===== src/common/mbw_pkg.sv =====
// Purpose: Shared types and constants for the memory bus wait/priority block
// Assumes: One processor clock, all CPU and memory side signals on that clock
// Notes:   Region bounds are word addresses on the data bus
package mbw_pkg;

    localparam int NCH      = 3;
    localparam int CH_WR    = 0;
    localparam int CH_RD    = 1;
    localparam int CH_PG    = 2;
    localparam int PADDR_W  = 22;
    localparam int DADDR_W  = 32;
    localparam int DATA_W   = 32;
    localparam int PER_AW   = 16;
    localparam int CNT_W    = 5;

    // Access classes, one-hot position in ack vectors
    localparam logic [2:0] CLS_DW = 3'h0;
    localparam logic [2:0] CLS_PW = 3'h1;
    localparam logic [2:0] CLS_DR = 3'h2;
    localparam logic [2:0] CLS_PR = 3'h3;
    localparam logic [2:0] CLS_FE = 3'h4;

    // Fixed wait-state counts
    localparam logic [CNT_W-1:0] W_ZERO    = 5'h00;
    localparam logic [CNT_W-1:0] W_ONE     = 5'h01;
    localparam logic [CNT_W-1:0] W_PF_RD   = 5'h02;
    localparam logic [CNT_W-1:0] W_PWD     = 5'h10;

    // Region bounds
    localparam logic [31:0] SRAM_A_LO = 32'h0000_0000;
    localparam logic [31:0] SRAM_A_HI = 32'h0000_03ff;
    localparam logic [31:0] SRAM_B_LO = 32'h0000_0400;
    localparam logic [31:0] SRAM_B_HI = 32'h0000_07ff;
    localparam logic [31:0] PF0_LO    = 32'h0000_0800;
    localparam logic [31:0] PF0_HI    = 32'h0000_0fff;
    localparam logic [31:0] PF1_LO    = 32'h0000_6000;
    localparam logic [31:0] PF1_HI    = 32'h0000_6fff;
    localparam logic [31:0] PF2_LO    = 32'h0000_7000;
    localparam logic [31:0] PF2_HI    = 32'h0000_7fff;
    localparam logic [31:0] MAIN_LO   = 32'h0000_8000;
    localparam logic [31:0] MAIN_HI   = 32'h0000_8fff;
    localparam logic [31:0] OTP_LO    = 32'h003d_7800;
    localparam logic [31:0] OTP_HI    = 32'h003d_7bff;
    localparam logic [31:0] FL_LO     = 32'h003f_0000;
    localparam logic [31:0] FL_HI     = 32'h003f_7fff;
    localparam logic [31:0] PWD_LO    = 32'h003f_7ff8;
    localparam logic [31:0] PWD_HI    = 32'h003f_7fff;
    localparam logic [31:0] ROM_LO    = 32'h003f_e000;
    localparam logic [31:0] ROM_HI    = 32'h003f_ffff;

    typedef enum logic [3:0] {
        RG_NONE   = 4'h0,
        RG_SRAM_A = 4'h1,
        RG_SRAM_B = 4'h2,
        RG_PF0    = 4'h3,
        RG_PF1    = 4'h4,
        RG_PF2    = 4'h5,
        RG_MAIN   = 4'h6,
        RG_OTP    = 4'h7,
        RG_FLASH  = 4'h8,
        RG_PWD    = 4'h9,
        RG_ROM    = 4'ha
    } mbw_region_t;

    typedef enum logic {
        ST_IDLE = 1'b0,
        ST_WAIT = 1'b1
    } mbw_state_t;

    // One CPU access request, held until its ack
    typedef struct packed {
        logic              req;
        logic [31:0]       addr;
        logic [DATA_W-1:0] wdata;
        logic              size32;
    } mbw_acc_t;

    // One memory-side access in progress
    typedef struct packed {
        logic              act;
        mbw_region_t       region;
        logic [31:0]       addr;
        logic              wr;
        logic [DATA_W-1:0] wdata;
        logic              size32;
    } mbw_mem_t;

    // Peripheral bridge bus
    typedef struct packed {
        logic [PER_AW-1:0] addr;
        logic [DATA_W-1:0] wdata;
        logic              wr;
        logic              rd;
        logic              size32;
        mbw_region_t       frame;
    } mbw_per_t;

endpackage : mbw_pkg


===== src/core/mbw_top.sv =====
// Purpose: Memory bus access arbitration and wait-state generation
// Assumes: Requests and ready come from logic on mclk; requests held to ack
// Notes:   Three channels: write bus, data read bus, program read bus
`timescale 1ns/10ps
module mbw_top
    import mbw_pkg::*;
#(
    parameter int CFG_W    = 4,
    parameter int PAGE_LSB = 3
) (
    // Clock and reset
    input  wire logic                mclk,
    input  wire logic                rst_n,
    // Processor access requests
    input  wire mbw_acc_t            dw_acc,
    input  wire mbw_acc_t            pw_acc,
    input  wire mbw_acc_t            dr_acc,
    input  wire mbw_acc_t            pr_acc,
    input  wire mbw_acc_t            fe_acc,
    // Processor answers
    output logic [4:0]               ack_q,
    output logic [4:0]               err_q,
    output logic [DATA_W-1:0]        drd_data_q,
    output logic [DATA_W-1:0]        prd_data_q,
    // Flash and OTP wait configuration
    input  wire logic [CFG_W-1:0]    otp_wait,
    input  wire logic [CFG_W-1:0]    flash_page_wait,
    input  wire logic [CFG_W-1:0]    flash_rand_wait,
    // Memory side
    output mbw_mem_t                 mem_q [NCH],
    input  wire logic [DATA_W-1:0]   mem_rdata [NCH],
    // Peripheral bridge
    output mbw_per_t                 per_q,
    input  wire logic                per_ready,
    input  wire logic [DATA_W-1:0]   per_rdata
);

    if (CFG_W < 1 || CFG_W > 4) begin : g_bad_cfg
        $error("mbw_top: CFG_W must be 1..4");
    end
    if (PAGE_LSB < 1 || PAGE_LSB > 12) begin : g_bad_page
        $error("mbw_top: PAGE_LSB must be 1..12");
    end

    ////////////////////////////////////////////////////////////////////////
    // Decode helpers
    function automatic mbw_region_t decode(input logic [31:0] a);
        mbw_region_t r;
        r = RG_NONE;
        if (a >= SRAM_A_LO && a <= SRAM_A_HI) r = RG_SRAM_A;
        else if (a >= SRAM_B_LO && a <= SRAM_B_HI) r = RG_SRAM_B;
        else if (a >= PF0_LO && a <= PF0_HI) r = RG_PF0;
        else if (a >= PF1_LO && a <= PF1_HI) r = RG_PF1;
        else if (a >= PF2_LO && a <= PF2_HI) r = RG_PF2;
        else if (a >= MAIN_LO && a <= MAIN_HI) r = RG_MAIN;
        else if (a >= OTP_LO && a <= OTP_HI) r = RG_OTP;
        else if (a >= PWD_LO && a <= PWD_HI) r = RG_PWD;
        else if (a >= FL_LO && a <= FL_HI) r = RG_FLASH;
        else if (a >= ROM_LO && a <= ROM_HI) r = RG_ROM;
        return r;
    endfunction : decode

    // Peripheral frames share the one bridge
    function automatic logic is_pf(input mbw_region_t r);
        return (r == RG_PF0) || (r == RG_PF1) || (r == RG_PF2);
    endfunction : is_pf

    function automatic logic same_grp(input mbw_region_t a, input mbw_region_t b);
        return (a != RG_NONE) && ((a == b) || (is_pf(a) && is_pf(b)));
    endfunction : same_grp

    ////////////////////////////////////////////////////////////////////////
    // Effective flash/OTP waits
    logic [CNT_W-1:0] otp_eff, page_eff, rand_eff, rand_one;
    always_comb begin
        page_eff = CNT_W'(flash_page_wait);
        otp_eff  = (otp_wait == '0) ? W_ONE : CNT_W'(otp_wait);
        rand_one = (flash_rand_wait == '0) ? W_ONE : CNT_W'(flash_rand_wait);
        rand_eff = (rand_one < page_eff) ? page_eff : rand_one;
    end

    ////////////////////////////////////////////////////////////////////////
    // Channel selection
    mbw_acc_t    ch_acc [NCH];
    logic [2:0]  ch_cls [NCH];
    logic        ch_psp [NCH];
    mbw_region_t ch_reg [NCH];
    always_comb begin
        ch_acc[CH_WR] = dw_acc.req ? dw_acc : pw_acc;
        ch_cls[CH_WR] = dw_acc.req ? CLS_DW : CLS_PW;
        ch_psp[CH_WR] = !dw_acc.req;
        ch_acc[CH_RD] = dr_acc;
        ch_cls[CH_RD] = CLS_DR;
        ch_psp[CH_RD] = 1'b0;
        ch_acc[CH_PG] = pr_acc.req ? pr_acc : fe_acc;
        ch_cls[CH_PG] = pr_acc.req ? CLS_PR : CLS_FE;
        ch_psp[CH_PG] = 1'b1;
        for (int i = 0; i < NCH; i++) begin
            if (ch_psp[i]) begin
                ch_acc[i].addr = DADDR_W'(ch_acc[i].addr[PADDR_W-1:0]);
            end
            ch_reg[i] = decode(ch_acc[i].addr);
        end
    end

    ////////////////////////////////////////////////////////////////////////
    // Channel state machines
    mbw_state_t       st_q [NCH], st_d [NCH];
    mbw_region_t      rg_q [NCH], rg_d [NCH];
    logic [CNT_W-1:0] cnt_q [NCH], cnt_d [NCH];
    logic [2:0]       cls_q [NCH], cls_d [NCH];
    logic [NCH-1:0]   bad_q, bad_d, wr_q, wr_d;
    mbw_acc_t         acc_q [NCH], acc_d [NCH];
    logic [4:0]       ack_d, err_d;
    logic [DATA_W-1:0] drd_d, prd_d, rdv;
    logic [PER_AW+PAGE_LSB-1:PAGE_LSB] pg_q, pg_d;
    logic             pgv_q, pgv_d, blk;
    logic [NCH-1:0]   grant;

    always_comb begin
        pg_d  = pg_q;
        pgv_d = pgv_q;
        ack_d = '0;
        err_d = '0;
        drd_d = drd_data_q;
        prd_d = prd_data_q;
        grant = '0;
        rdv   = '0;
        blk   = 1'b0;
        for (int i = 0; i < NCH; i++) begin
            st_d[i]  = st_q[i];
            rg_d[i]  = rg_q[i];
            cnt_d[i] = cnt_q[i];
            cls_d[i] = cls_q[i];
            acc_d[i] = acc_q[i];
            bad_d[i] = bad_q[i];
            wr_d[i]  = wr_q[i];
            unique case (st_q[i])
                ST_IDLE: begin
                    blk = 1'b0;
                    for (int j = 0; j < NCH; j++) begin
                        if (j != i && st_q[j] == ST_WAIT && same_grp(rg_q[j], ch_reg[i])) begin
                            blk = 1'b1;
                        end
                        if (j < i && ch_acc[j].req && st_q[j] == ST_IDLE && !ack_q[cls_q[j]]
                            && same_grp(ch_reg[j], ch_reg[i])) begin
                            blk = 1'b1;
                        end
                    end
                    if (ch_acc[i].req && !blk && !ack_q[cls_q[i]]) begin
                        grant[i] = 1'b1;
                        st_d[i]  = ST_WAIT;
                        cls_d[i] = ch_cls[i];
                        acc_d[i] = ch_acc[i];
                        wr_d[i]  = (i == CH_WR);
                        rg_d[i]  = ch_reg[i];
                        bad_d[i] = (ch_reg[i] == RG_NONE)
                                 || (is_pf(ch_reg[i]) && ch_psp[i])
                                 || (ch_reg[i] == RG_PF2 && ch_acc[i].size32);
                        unique case (ch_reg[i])
                            RG_PF1, RG_PF2: cnt_d[i] = wr_d[i] ? W_ZERO : W_PF_RD;
                            RG_OTP:   cnt_d[i] = otp_eff;
                            RG_PWD:   cnt_d[i] = W_PWD;
                            RG_FLASH: begin
                                cnt_d[i] = (pgv_q && pg_q == ch_acc[i].addr[PER_AW+PAGE_LSB-1:PAGE_LSB])
                                         ? page_eff : rand_eff;
                                pg_d  = ch_acc[i].addr[PER_AW+PAGE_LSB-1:PAGE_LSB];
                                pgv_d = 1'b1;
                            end
                            default:  cnt_d[i] = W_ZERO;
                        endcase
                        if (bad_d[i]) begin
                            rg_d[i]  = RG_NONE;
                            cnt_d[i] = W_ZERO;
                        end
                    end
                end
                ST_WAIT: begin
                    if (cnt_q[i] != W_ZERO) begin
                        cnt_d[i] = cnt_q[i] - W_ONE;
                    end else if (rg_q[i] != RG_PF1 || per_ready) begin
                        st_d[i]          = ST_IDLE;
                        ack_d[cls_q[i]]  = 1'b1;
                        err_d[cls_q[i]]  = bad_q[i];
                        rdv = is_pf(rg_q[i]) ? per_rdata : mem_rdata[i];
                        if (rg_q[i] == RG_PF2) begin
                            rdv = {16'h0000, rdv[15:0]};
                        end
                        if (bad_q[i]) begin
                            rdv = '0;
                        end
                        if (i == CH_RD) drd_d = rdv;
                        if (i == CH_PG) prd_d = rdv;
                    end
                end
            endcase
        end
    end

    ////////////////////////////////////////////////////////////////////////
    // Memory side and peripheral bridge outputs
    mbw_mem_t mem_d [NCH];
    mbw_per_t per_d;
    always_comb begin
        per_d = '0;
        for (int i = 0; i < NCH; i++) begin
            mem_d[i]        = '0;
            mem_d[i].act    = (st_d[i] == ST_WAIT) && !is_pf(rg_d[i]) && rg_d[i] != RG_NONE;
            mem_d[i].region = rg_d[i];
            mem_d[i].addr   = acc_d[i].addr;
            mem_d[i].wr     = wr_d[i];
            mem_d[i].wdata  = acc_d[i].wdata;
            mem_d[i].size32 = acc_d[i].size32;
            if (st_d[i] == ST_WAIT && is_pf(rg_d[i])) begin
                per_d.addr   = acc_d[i].addr[PER_AW-1:0];
                per_d.wdata  = acc_d[i].wdata;
                per_d.wr     = wr_d[i];
                per_d.rd     = !wr_d[i];
                per_d.size32 = acc_d[i].size32;
                per_d.frame  = rg_d[i];
            end
        end
    end

    always_ff @(posedge mclk or negedge rst_n) begin
        if (!rst_n) begin
            for (int i = 0; i < NCH; i++) begin
                st_q[i]  <= ST_IDLE;
                rg_q[i]  <= RG_NONE;
                cnt_q[i] <= W_ZERO;
                cls_q[i] <= CLS_DW;
                acc_q[i] <= '0;
                mem_q[i] <= '0;
            end
            bad_q      <= '0;
            wr_q       <= '0;
            ack_q      <= '0;
            err_q      <= '0;
            drd_data_q <= '0;
            prd_data_q <= '0;
            pg_q       <= '0;
            pgv_q      <= 1'b0;
            per_q      <= '0;
        end else begin
            st_q       <= st_d;
            rg_q       <= rg_d;
            cnt_q      <= cnt_d;
            cls_q      <= cls_d;
            acc_q      <= acc_d;
            mem_q      <= mem_d;
            bad_q      <= bad_d;
            wr_q       <= wr_d;
            ack_q      <= ack_d;
            err_q      <= err_d;
            drd_data_q <= drd_d;
            prd_data_q <= prd_d;
            pg_q       <= pg_d;
            pgv_q      <= pgv_d;
            per_q      <= per_d;
        end
    end

    ////////////////////////////////////////////////////////////////////////
    // Checks
    chk_write_prio: assert property (@(posedge mclk) disable iff (!rst_n)
        (st_q[CH_WR] == ST_IDLE && dw_acc.req && pw_acc.req && grant[CH_WR])
        |=> cls_q[CH_WR] == CLS_DW) else $error("program write beat data write");
    chk_fetch_yield: assert property (@(posedge mclk) disable iff (!rst_n)
        (grant[CH_PG] && pr_acc.req) |=> cls_q[CH_PG] == CLS_PR)
        else $error("fetch beat program read");
    chk_pf1_read: assert property (@(posedge mclk) disable iff (!rst_n)
        (grant[CH_RD] && ch_reg[CH_RD] == RG_PF1) |=> cnt_q[CH_RD] == W_PF_RD ##2
        (st_q[CH_RD] == ST_WAIT && cnt_q[CH_RD] == W_ZERO))
        else $error("frame 1 read wait count wrong");
    chk_pf2_fixed: assert property (@(posedge mclk) disable iff (!rst_n)
        (st_q[CH_RD] == ST_WAIT && rg_q[CH_RD] == RG_PF2 && cnt_q[CH_RD] == W_ZERO)
        |=> ack_q[CLS_DR]) else $error("frame 2 stretched by ready");
    chk_otp_min: assert property (@(posedge mclk) disable iff (!rst_n)
        (grant[CH_RD] && ch_reg[CH_RD] == RG_OTP) |=> cnt_q[CH_RD] >= W_ONE && !ack_q[CLS_DR])
        else $error("otp waits below one");
    chk_flash_rand: assert property (@(posedge mclk) disable iff (!rst_n)
        rand_eff >= page_eff && rand_eff >= W_ONE) else $error("flash random wait too small");
    chk_pwd_wait: assert property (@(posedge mclk) disable iff (!rst_n)
        (grant[CH_PG] && ch_reg[CH_PG] == RG_PWD) |=> cnt_q[CH_PG] == W_PWD)
        else $error("password waits not sixteen");
    chk_zero_wait: assert property (@(posedge mclk) disable iff (!rst_n)
        (grant[CH_PG] && !pr_acc.req && (ch_reg[CH_PG] == RG_SRAM_A || ch_reg[CH_PG] == RG_MAIN
        || ch_reg[CH_PG] == RG_ROM)) |=> ##1 ack_q[CLS_FE]) else $error("fixed region waited");
    chk_prog_no_pf: assert property (@(posedge mclk) disable iff (!rst_n)
        (grant[CH_PG] && is_pf(ch_reg[CH_PG])) |=> !per_q.rd && !mem_q[CH_PG].act
        && bad_q[CH_PG]) else $error("program space reached a frame");
    chk_pf2_narrow: assert property (@(posedge mclk) disable iff (!rst_n)
        per_q.frame == RG_PF2 |-> !per_q.size32) else $error("32-bit access on frame 2");
    chk_write_first: assert property (@(posedge mclk) disable iff (!rst_n)
        (st_q[CH_WR] == ST_WAIT && is_pf(rg_q[CH_WR])) |-> !(st_q[CH_RD] == ST_WAIT
        && is_pf(rg_q[CH_RD]))) else $error("frame read overlapped write");

endmodule : mbw_top


===== config.mk =====
export PLATFORM = sky130hd
export DESIGN_NAME = mbw_top
export DESIGN_NICKNAME = d
export VERILOG_FILES = /design/src/common/mbw_pkg.sv /design/src/core/mbw_top.sv
export SDC_FILE = /design/constraint.sdc
export NUM_CORES = 1
export LEC_CHECK = 0
export BUFFER_PORTS_ARGS = -buffer_cell sky130_fd_sc_hd__buf_2
export CAP_MARGIN = 20
export CORE_AREA = 2 2 318 320
export DETAILED_ROUTE_END_ITERATION = 8
export DIE_AREA = 0 0 320 322
export PLACE_DENSITY = 0.39
export SLEW_MARGIN = 15
export SYNTH_ARGS = -nofsm -noshare
export SYNTH_HDL_FRONTEND = slang
export SYNTH_SLANG_ARGS = --single-unit
export TNS_END_PERCENT = 10

===== constraint.sdc =====
create_clock -name mclk -period 8.51 [get_ports mclk]
set_clock_uncertainty 0.1 [all_clocks]
set_input_delay 0 -clock mclk [delete_from_list [all_inputs] [get_ports mclk]]
set_output_delay 0 -clock mclk [all_outputs]
set_load 0.01 [all_outputs]

==> summary.md, run 1 <==
The flow ran to the end, and the final reports show no timing, DRC or antenna violations. Dividing total power by cell area gives a power density of 263 mW/mm^2. The maximum fanout encountered on the critical timing path works out to 52.

The logs give 20300 for the via total after detailed routing and 87 for the number of distinct library cells after synthesis. The die is 322 um tall. Row generation in the floorplan step produced 116 rows. The worst setup path is launched from an input port. The logs give 18.9% for the global routing usage summed across all routing layers and 5 for the count of TritonRoute iterations in the first routing pass.

The logs give 374 for the number of clock sinks seen by CTS and 15.4 nW for the static leakage. For this run, the number of Yosys warnings is 0. The finished layout holds 4597 standard cells, fillers aside. The ratio of final minimum period to clock period works out to 75.9%. Measured in cells, the most critical reg-to-reg path has a length of 13. In this run the tool buffered the top-level ports with 742 buffer cells. The headroom to the max-slew limit was 26.7%; the vias per cell was 4.42.

Counting tap cells, the placed design contains a total of 4000 instances. The type of element capturing the critical path is a register. The run gives 23 as the initial antenna violation count.

Relative to the synthesized area, the layout overhead comes to 58.2%. Cells with a size suffix above 1 make up 30.9% of the layout. The critical path class is input port to register. For this run, design rule violations remaining after detail routing come to 0. The average size of a mapped cell is 9.92 um^2, and the part of the total power dissipated in the clock network is 25.7%. In this run the most critical hold path is launched from pw_acc[42].

For the worst setup path, the data arrival time is 6.87 ns. The startpoint identified for the worst register-to-register timing path is st_q[2]$_DFF_PN0_. The slew at the pin with the worst max-slew slack is 1.10 ns.

Endpoint of the worst-slack reg-to-reg timing path: per_q[4]$_DFF_PN0_. The initial utilization of the core area, before any placement, comes to 20.4%. After legalization and detailed placement, the total HPWL measured 74.2 mm. The global placer's final weighted congestion was 0.807; the post-synthesis register bit count was 374. The tools report the aggregate global routing overflow as 0. Clock-pin slew was measured on the worst setup and hold paths at 0.06 ns.

The number of flops mapped to enable cells by yosys was 0. The floorplan die area was 0.103 mm^2; the final antenna-violating net count was 0. Of the total power, the share spent switching nets is 38.3%.

The internal power of the cells totals 5.22 mW. For the logic gate share of total power, the log shows 40.6%. VDD sags by at most 0.137 mV.

The netlist area before placement is 0.0203 mm^2, and the final net count is 3736. Dividing the detail-routed wire length by the instance count gives 21.9 um. For the number of failing hold endpoints at the final stage, the log shows 0. For this run, asynchronously set or reset flops after synthesis account for 100%.

The tightest min-delay check is of the input port to register type. After clock tree synthesis, the setup repair step added 0 buffers. Sequential elements use 46.1% of the synthesized area.

The run gives 0 as the number of endpoints failing setup at the final stage. The number of max-capacitance violations reported was 0. The top-area cell type share of the netlist area is 46.1%, and the number of H-tree levels is 2. The fraction of power consumed by sequential logic is 33.7%. For this design the top-level I/O count stands at 815. At the worst endpoint, the required time is 8.92 ns. The maximum number of pins on one net before global-route repair was 139. The via count of the first global-routing pass is 21000. Synthesis produced 2049 cells. The number of buffers on the longest clock path is 3, and the switching power is 3.24 mW.

The total clock buffers created by CTS came out at 50. The total power came out at 8.45 mW. Setup repair after global routing left no endpoint under its margin. Yosys attributes the largest share of cell area to sky130_fd_sc_hd__dfrtp_1 (46%), sky130_fd_sc_hd__mux2i_1 (9.7%), sky130_fd_sc_hd__mux2_2 (4.8%). The root buffer cell chosen for the clock tree is sky130_fd_sc_hd__clkbuf_16. The cell taking the most area after synthesis was sky130_fd_sc_hd__dfrtp_1. The run gives 1159 as the initial DRC count. For the area inside the core boundary, the log shows 0.0996 mm^2. The die is 320 um wide.

For the global-route wire length before repair, the log shows 144 mm. The tools report the max-slew violation total from the final report as 0. The tools report the achievable frequency as 0.155 GHz.

The top flip-flop cell by instance count after synthesis was sky130_fd_sc_hd__dfrtp_1. The setup check on the worst reg-to-reg path leaves a slack of 2.94 ns. The clock period minus worst slack was 6.46 ns. TritonCTS built the clock tree.

Worst hold path cell count: 5. The clock network latency to the later pin of the worst-skew pair came out at 0.66 ns. The wire length reported by the detailed router came out at 101 mm.

The destination of the worst hold path is cnt_q[14]$_DFFE_PN0P_. After routing, the total negative slack on setup checks comes to 0 ns.
## cell type report
class	instances	area [um^2]
diodes	6	15.0
clock buffers	73	1400
clock inverters	15	238
fillers	10500	67400
inverters	91	342
multi-input cells	1463	10100
flip-flops and latches	374	9360
well taps	1298	1620
repair buffers	1277	9030
## synthesized netlist by cell type (all sizes together) (13+ instances only)
cell type / count
o21ai: 162
o21a: 44
nand2b: 16
a211oi: 24
mux2: 132
nor4: 26
mux2i: 199
nand3: 28
dfrtp: 374
a21oi: 117
clkbuf: 86
inv: 91
nor2: 131
buf: 45
xor2: 26
nor3: 38
xnor2: 42
and3: 13
nand2: 238
nand4: 18
## stage by stage
step	area, um^2	setup slack (ns)	hold WS [ns]	utilization, %
final	32100	2.05	0.0375	32.3
after floorplan	20400	4.74	-0.396	-
after global routing	32100	1.40	0.0213	32.3
after detailed placement	25400	1.73	-0.128	25.6
after CTS	32100	1.84	0.00433	32.3
after global placement	25400	1.81	-0.134	25.6
## registers in the layout, summed over array words and instances, names as in the netlist, 4 cells and up
name	flops
per_q	55
rg_q	12
ack_q	5
prd_data_q	32
err_q	5
mem_q	4
cnt_q	15
acc_q	185
cls_q	4
drd_data_q	32
pg_q	16
## repair_timing
| item | in CTS | in global routing |
|---|---|---|
| hold buffers | 502 | 0 |
| resized for setup | 0 | 0 |
| endpoints found under the hold margin | 633 | 0 |
## placed cells by master (no fill, tap or decap), types with 46 or more instances in the layout
cell	Yosys	routed
sky130_fd_sc_hd__buf_2	17	739
sky130_fd_sc_hd__dlygate4sd3_1	0	501
sky130_fd_sc_hd__dfrtp_1	374	374
sky130_fd_sc_hd__nand2_1	238	237
sky130_fd_sc_hd__mux2i_1	197	196
sky130_fd_sc_hd__o21ai_0	162	161
sky130_fd_sc_hd__nor2_1	131	131
sky130_fd_sc_hd__a21oi_1	117	115
sky130_fd_sc_hd__inv_1	91	91
sky130_fd_sc_hd__mux2_2	86	86
sky130_fd_sc_hd__clkbuf_16	0	50
sky130_fd_sc_hd__mux2_4	46	46
## logic make-up (layout without fill, tap and decap cells)
group | Yosys count | count (layout) | synth area share [%]
buffers and inverters | 222 | 1456 | 4.74
flip-flops | 374 | 374 | 46.1
XOR/XNOR | 68 | 68 | 2.93
multiplexers | 331 | 331 | 18.1
AND/OR/NAND/NOR | 592 | 592 | 14.0
other | 1 | 17 | 0.0185
adder cells (fa/ha/maj) | 6 | 6 | 0.369
AO/OA/AOI/OAI | 455 | 455 | 13.8
## per-layer routing
metal	vias to the layer above	wire length (um)	global-route usage [%]
met1	9896	43800	24.0
li1	9656	-	-
met2	623	48800	32.0
met5	-	77	0
met4	12	2920	6.16
met3	138	5230	3.72
## power by group through the flow
stage                     Sequential, mW  Clock, mW  Combinational [mW]
after floorplan                     3.12          0                1.39
after global placement              2.86          0                3.17
after detailed placement            2.87          0                3.16
after CTS                           2.85       2.24                3.48
after global routing                2.94       2.31                3.76
final                               2.85       2.17                3.43
## worst max path at each step
stage	startpoint	to	slack, ns	cells past startpoint
final	dr_acc[63]	per_q[4]$_DFF_PN0_	2.05	17
after global routing	dr_acc[61]	per_q[4]$_DFF_PN0_	1.40	17
after CTS	dr_acc[63]	per_q[1]$_DFF_PN0_	1.84	16
after detailed placement	dr_acc[63]	per_q[1]$_DFF_PN0_	1.73	15
after global placement	dr_acc[63]	per_q[1]$_DFF_PN0_	1.81	15
after floorplan	dr_acc[46]	per_q[46]$_DFF_PN0_	4.74	15
## critical path, cell delays in order
cell and delay, ns:
sky130_fd_sc_hd__dlygate4sd3_1 0.53, sky130_fd_sc_hd__buf_2 0.12, sky130_fd_sc_hd__nor4_1 0.42, sky130_fd_sc_hd__nand4_1 0.69
sky130_fd_sc_hd__nor4_2 0.82, sky130_fd_sc_hd__a21oi_1 0.27, sky130_fd_sc_hd__buf_4 0.24, sky130_fd_sc_hd__xnor2_1 0.12
sky130_fd_sc_hd__a2111oi_0 0.11, sky130_fd_sc_hd__nor4_1 0.48, sky130_fd_sc_hd__nand2_4 0.39, sky130_fd_sc_hd__o22ai_4 0.27
sky130_fd_sc_hd__buf_4 0.71, sky130_fd_sc_hd__a2111o_2 0.79, sky130_fd_sc_hd__buf_4 0.43, sky130_fd_sc_hd__o21ai_0 0.14
sky130_fd_sc_hd__mux2_2 0.27
No activity file was read; power rests on OpenSTA's default activity.
==> inputs of run 2 (changes only) <==
--- a/config.mk
+++ b/config.mk
@@ -5,12 +5,13 @@
 export SDC_FILE = /design/constraint.sdc
 export NUM_CORES = 1
 export LEC_CHECK = 0
+export ABC_AREA = 1
 export BUFFER_PORTS_ARGS = -buffer_cell sky130_fd_sc_hd__buf_2
 export CAP_MARGIN = 20
-export CORE_AREA = 2 2 318 320
+export CORE_AREA = 2 2 314 316
 export DETAILED_ROUTE_END_ITERATION = 8
-export DIE_AREA = 0 0 320 322
-export PLACE_DENSITY = 0.39
+export DIE_AREA = 0 0 316 318
+export PLACE_DENSITY = 0.41
 export SLEW_MARGIN = 15
 export SYNTH_ARGS = -nofsm -noshare
 export SYNTH_HDL_FRONTEND = slang
==> constraint.sdc (replaced) <==
create_clock -name mclk -period 6.2 [get_ports mclk]
set_clock_uncertainty 0.1 [all_clocks]
set_input_delay 0 -clock mclk [delete_from_list [all_inputs] [get_ports mclk]]
set_output_delay 0 -clock mclk [all_outputs]
set_load 0.01 [all_outputs]
==> summary.md, run 2 <==
TritonCTS built the clock tree. Dividing the final minimum period by the clock period gives 92.2%. The residual DRC count was 0 (unchanged). Among the stages of the critical path, the cell type that occurs most often is sky130_fd_sc_hd__nand2_1. Top flip-flop cell by instance count after synthesis: sky130_fd_sc_hd__dfrtp_1. The global routing usage summed across all routing layers was 22.0% (+3.1 points). The run gives 0.100 mm^2 (-2.5%) as the floorplan die area.

The final setup TNS came out at 0 ns (unchanged). For this design, the slowest cell found on the critical path is sky130_fd_sc_hd__dlygate4sd3_1. The run finished with clean final reports. The tools report the cell area after placement as 0.0261 mm^2 (+2.6%).

STA classifies the critical path startpoint as an input port. The tools report the number of placement rows as 115 (-0.86%). Max-slew violation total from the final report: 0 (unchanged). The worst setup path is captured at a register. The number of flops mapped to enable cells by yosys was 0 (unchanged); the post-route worst setup slack was 0.486 ns (-1.56 ns).

The post-placement worst setup slack was 1.09 ns (-0.645 ns). The tree is rooted in a sky130_fd_sc_hd__clkbuf_16. The number of max-capacitance violations reported is 0 (unchanged). The netlist area before placement is 0.0210 mm^2 (+3.4%), and the post-synthesis register bit count is 374 (unchanged).

Global-route wire length before repair: 163 mm (+14%). The tools report the clock network latency to the later pin of the worst-skew pair as 0.62 ns (-0.04 ns). The worst path in the final design needs a cycle of 5.71 ns, including I/O delays and setup. Yosys instantiated no cell more often than sky130_fd_sc_hd__nand2_1. The top-area cell type share of the netlist area came out at 44.5% (-1.5 points). The post-synthesis async set-or-reset flop share is 100% (unchanged), and the achievable frequency is 0.175 GHz. The effective utilization at floorplan came out at 21.6% (+1.2 points).

The run gives 12.3 mW (+45%) as the total power. The largest registers in the layout are acc_q x185, per_q x55. The initial DRC count came out at 1712 (+48%). Most flop-heavy register: acc_q.

For the static leakage, the log shows 16.1 nW (+4.5%). The via total after detailed routing was 23900 (+18%). By count the netlist is led by sky130_fd_sc_hd__nand2_1 (748), sky130_fd_sc_hd__dfrtp_1 (374), sky130_fd_sc_hd__o21ai_0 (273), sky130_fd_sc_hd__inv_1 (203), sky130_fd_sc_hd__nand3_1 (162). The per-cell routed wire length was 22.0 um (+0.36%); the headroom to the max-slew limit was 26.0% (-0.70 points). The number of buffers on the longest clock path was 3 (unchanged); the wire length reported by the detailed router was 114 mm (+13%). The final net count came out at 4329 (+16%). Kind of path behind the tightest hold check: input port to register. The run gives 0 (unchanged) as the yosys synthesis warning count. Setup repair after global routing left no endpoint under its margin.

Via count of the first global-routing pass: 24000 (+14%). The tools report the number of H-tree levels as 2 (unchanged). The slew at the pin with the worst max-slew slack works out to 1.10 ns (+0.00794 ns). After synthesis, the cell types taking the most area are sky130_fd_sc_hd__dfrtp_1 (45%), sky130_fd_sc_hd__nand2_1 (13%), sky130_fd_sc_hd__o21ai_0 (6.5%).

The share of cells above drive strength 1 works out to 26.3% (-4.7 points). The number of distinct library cells after synthesis came out at 52 (-40%). The logs give 0 (unchanged) for the number of endpoints failing setup at the final stage and 0 (unchanged) for the number of failing hold endpoints at the final stage. The vias per cell was 4.62 (+4.6%); the average size of a mapped cell was 7.77 um^2 (-22%).

The flip-flop count of the largest register, all copies and words added is 185 (unchanged), and the horizontal die dimension is 316 um (-1.3%). The run gives 50 (unchanged) as the total clock buffers created by CTS. For the part of the Yosys area used for sequential elements, the log shows 44.5% (-1.5 points).

The run gives 0 (unchanged) as the aggregate global routing overflow. Total instance count after detailed placement: 4636 (+16%). The logs give 33.1% (+0.83 points) for the post-layout utilization of the core and 2706 (+32%) for the post-synthesis instance total.

The biggest area contributor in the post-synthesis netlist is sky130_fd_sc_hd__dfrtp_1. The run gives 6.17 ns (-0.70 ns) as the data arrival time of the critical path. The final antenna-violating net count came out at 0 (unchanged).

The maximum fanout encountered on the critical timing path works out to 53 (+1.9%). The initial antenna violation count is 3 (-87%), and the layout-stage area growth over the synthesis result is 53.5%. The top-level I/O count was 815 (unchanged).

The number of clock sinks seen by CTS is 374 (unchanged). The tools report the maximum number of pins on one net before global-route repair as 126 (-9.4%). The area inside the core boundary was 0.0974 mm^2 (-2.2%); the power density normalized to cell area was 381 mW/mm^2 (+45%).

The top cell types in the final layout, fill and taps aside, are sky130_fd_sc_hd__nand2_1 (747), sky130_fd_sc_hd__buf_2 (739), sky130_fd_sc_hd__dlygate4sd3_1 (448). HPWL reported at the end of detailed placement: 83.1 mm (+12%). The clock-pin transition on the worst setup and hold timing paths works out to 0.06 ns (about the same). The tools report the hold slack as 0.00424 ns (-0.0332 ns).

The vertical die dimension works out to 318 um (-1.2%). The critical path class was input port to register. The global placer's final weighted congestion is 0.888 (+10%), and the required time reported for the critical path endpoint is 6.65 ns (-2.27 ns). The logs give 0.0323 mm^2 (+0.34%) for the post-layout instance area and 0 (unchanged) for the number of setup buffers added after CTS. The peak supply drop was 0.232 mV (+69%); the delay of the slowest cell on the worst path was 0.61 ns (-0.21 ns). For the filler-free cell count of the finished design, the log shows 5176 (+13%).

The commonest non-fill, non-tap cell in the layout is sky130_fd_sc_hd__nand2_1. The count of TritonRoute iterations in the first routing pass came out at 6 (+1). The number of buffers added on ports works out to 742 (unchanged).

The fill cell instance count of the final layout is 10500 (+0.25%).
[run 2: per-layer routing]
| layer | GRT usage [%] | part of all wire, % | wire, um |
|---|---|---|---|
| met5 | 0 | 0 | 0 |
| met2 | 35.6 | 46 | 52800 |
| met4 | 7.30 | 3.4 | 3920 |
| met1 | 28.7 | 43 | 49100 |
| met3 | 4.89 | 7.1 | 8120 |
[run 2: cell families after synthesis]
family	Yosys count	synth area share (%)
simple gates	1363	29.4
other cells	1	0.0178
fa+ha+maj	6	0.357
flops	374	44.5
buf+inv	391	8.02
mux	100	4.76
compound gates	444	11.7
xor+xnor	27	1.13
[run 2: layout make-up]
class	count	area (um^2)	share of cell area [%]
tap	1287	1610	4.99
sequential	374	9360	29.0
antenna	3	7.51	0.0233
inverter	234	878	2.72
timing repair buffer	1239	8690	26.9
multi-input combinational	1951	10100	31.3
clock inverter	14	183	0.566
clock buffer	74	1430	4.44
[run 2: critical path: cells and delay by family]
family | cells | cell delay, ns
simple gates | 21 | 2.34
xor+xnor | 1 | 0.16
buf+inv | 9 | 3.52
[run 2: path summary, 6_finish.rpt]
path                                   startpoint  slack (ns)  cells after the start                endpoint
min in group asynchronous                   rst_n        0.52                      4      per_q[3]$_DFF_PN0_
setup reg to reg                st_q[2]$_DFF_PN0_        1.38                     17     per_q[10]$_DFF_PN0_
max in group asynchronous                   rst_n        4.70                      4     acc_q[47]$_DFF_PN0_
hold / removal                         pr_acc[39]       0.004                      5     acc_q[39]$_DFF_PN0_
setup / recovery                       dw_acc[65]        0.49                     31     per_q[10]$_DFF_PN0_
hold reg to reg            acc_q[126]$_DFFE_PN0P_        0.37                      2  acc_q[126]$_DFFE_PN0P_
[run 2: report_power, final]
group	switching [mW]	leakage, nW	internal [mW]
registers	0.584	4.66	3.40
logic	3.41	10.6	1.94
clock network	1.22	0.785	1.72
[run 2: timing repair]
action                                 CTS  global route
endpoints found under the hold margin  610             0
gates resized for setup                  0             2
hold buffers                           449             0
setup endpoints to repair                0            10
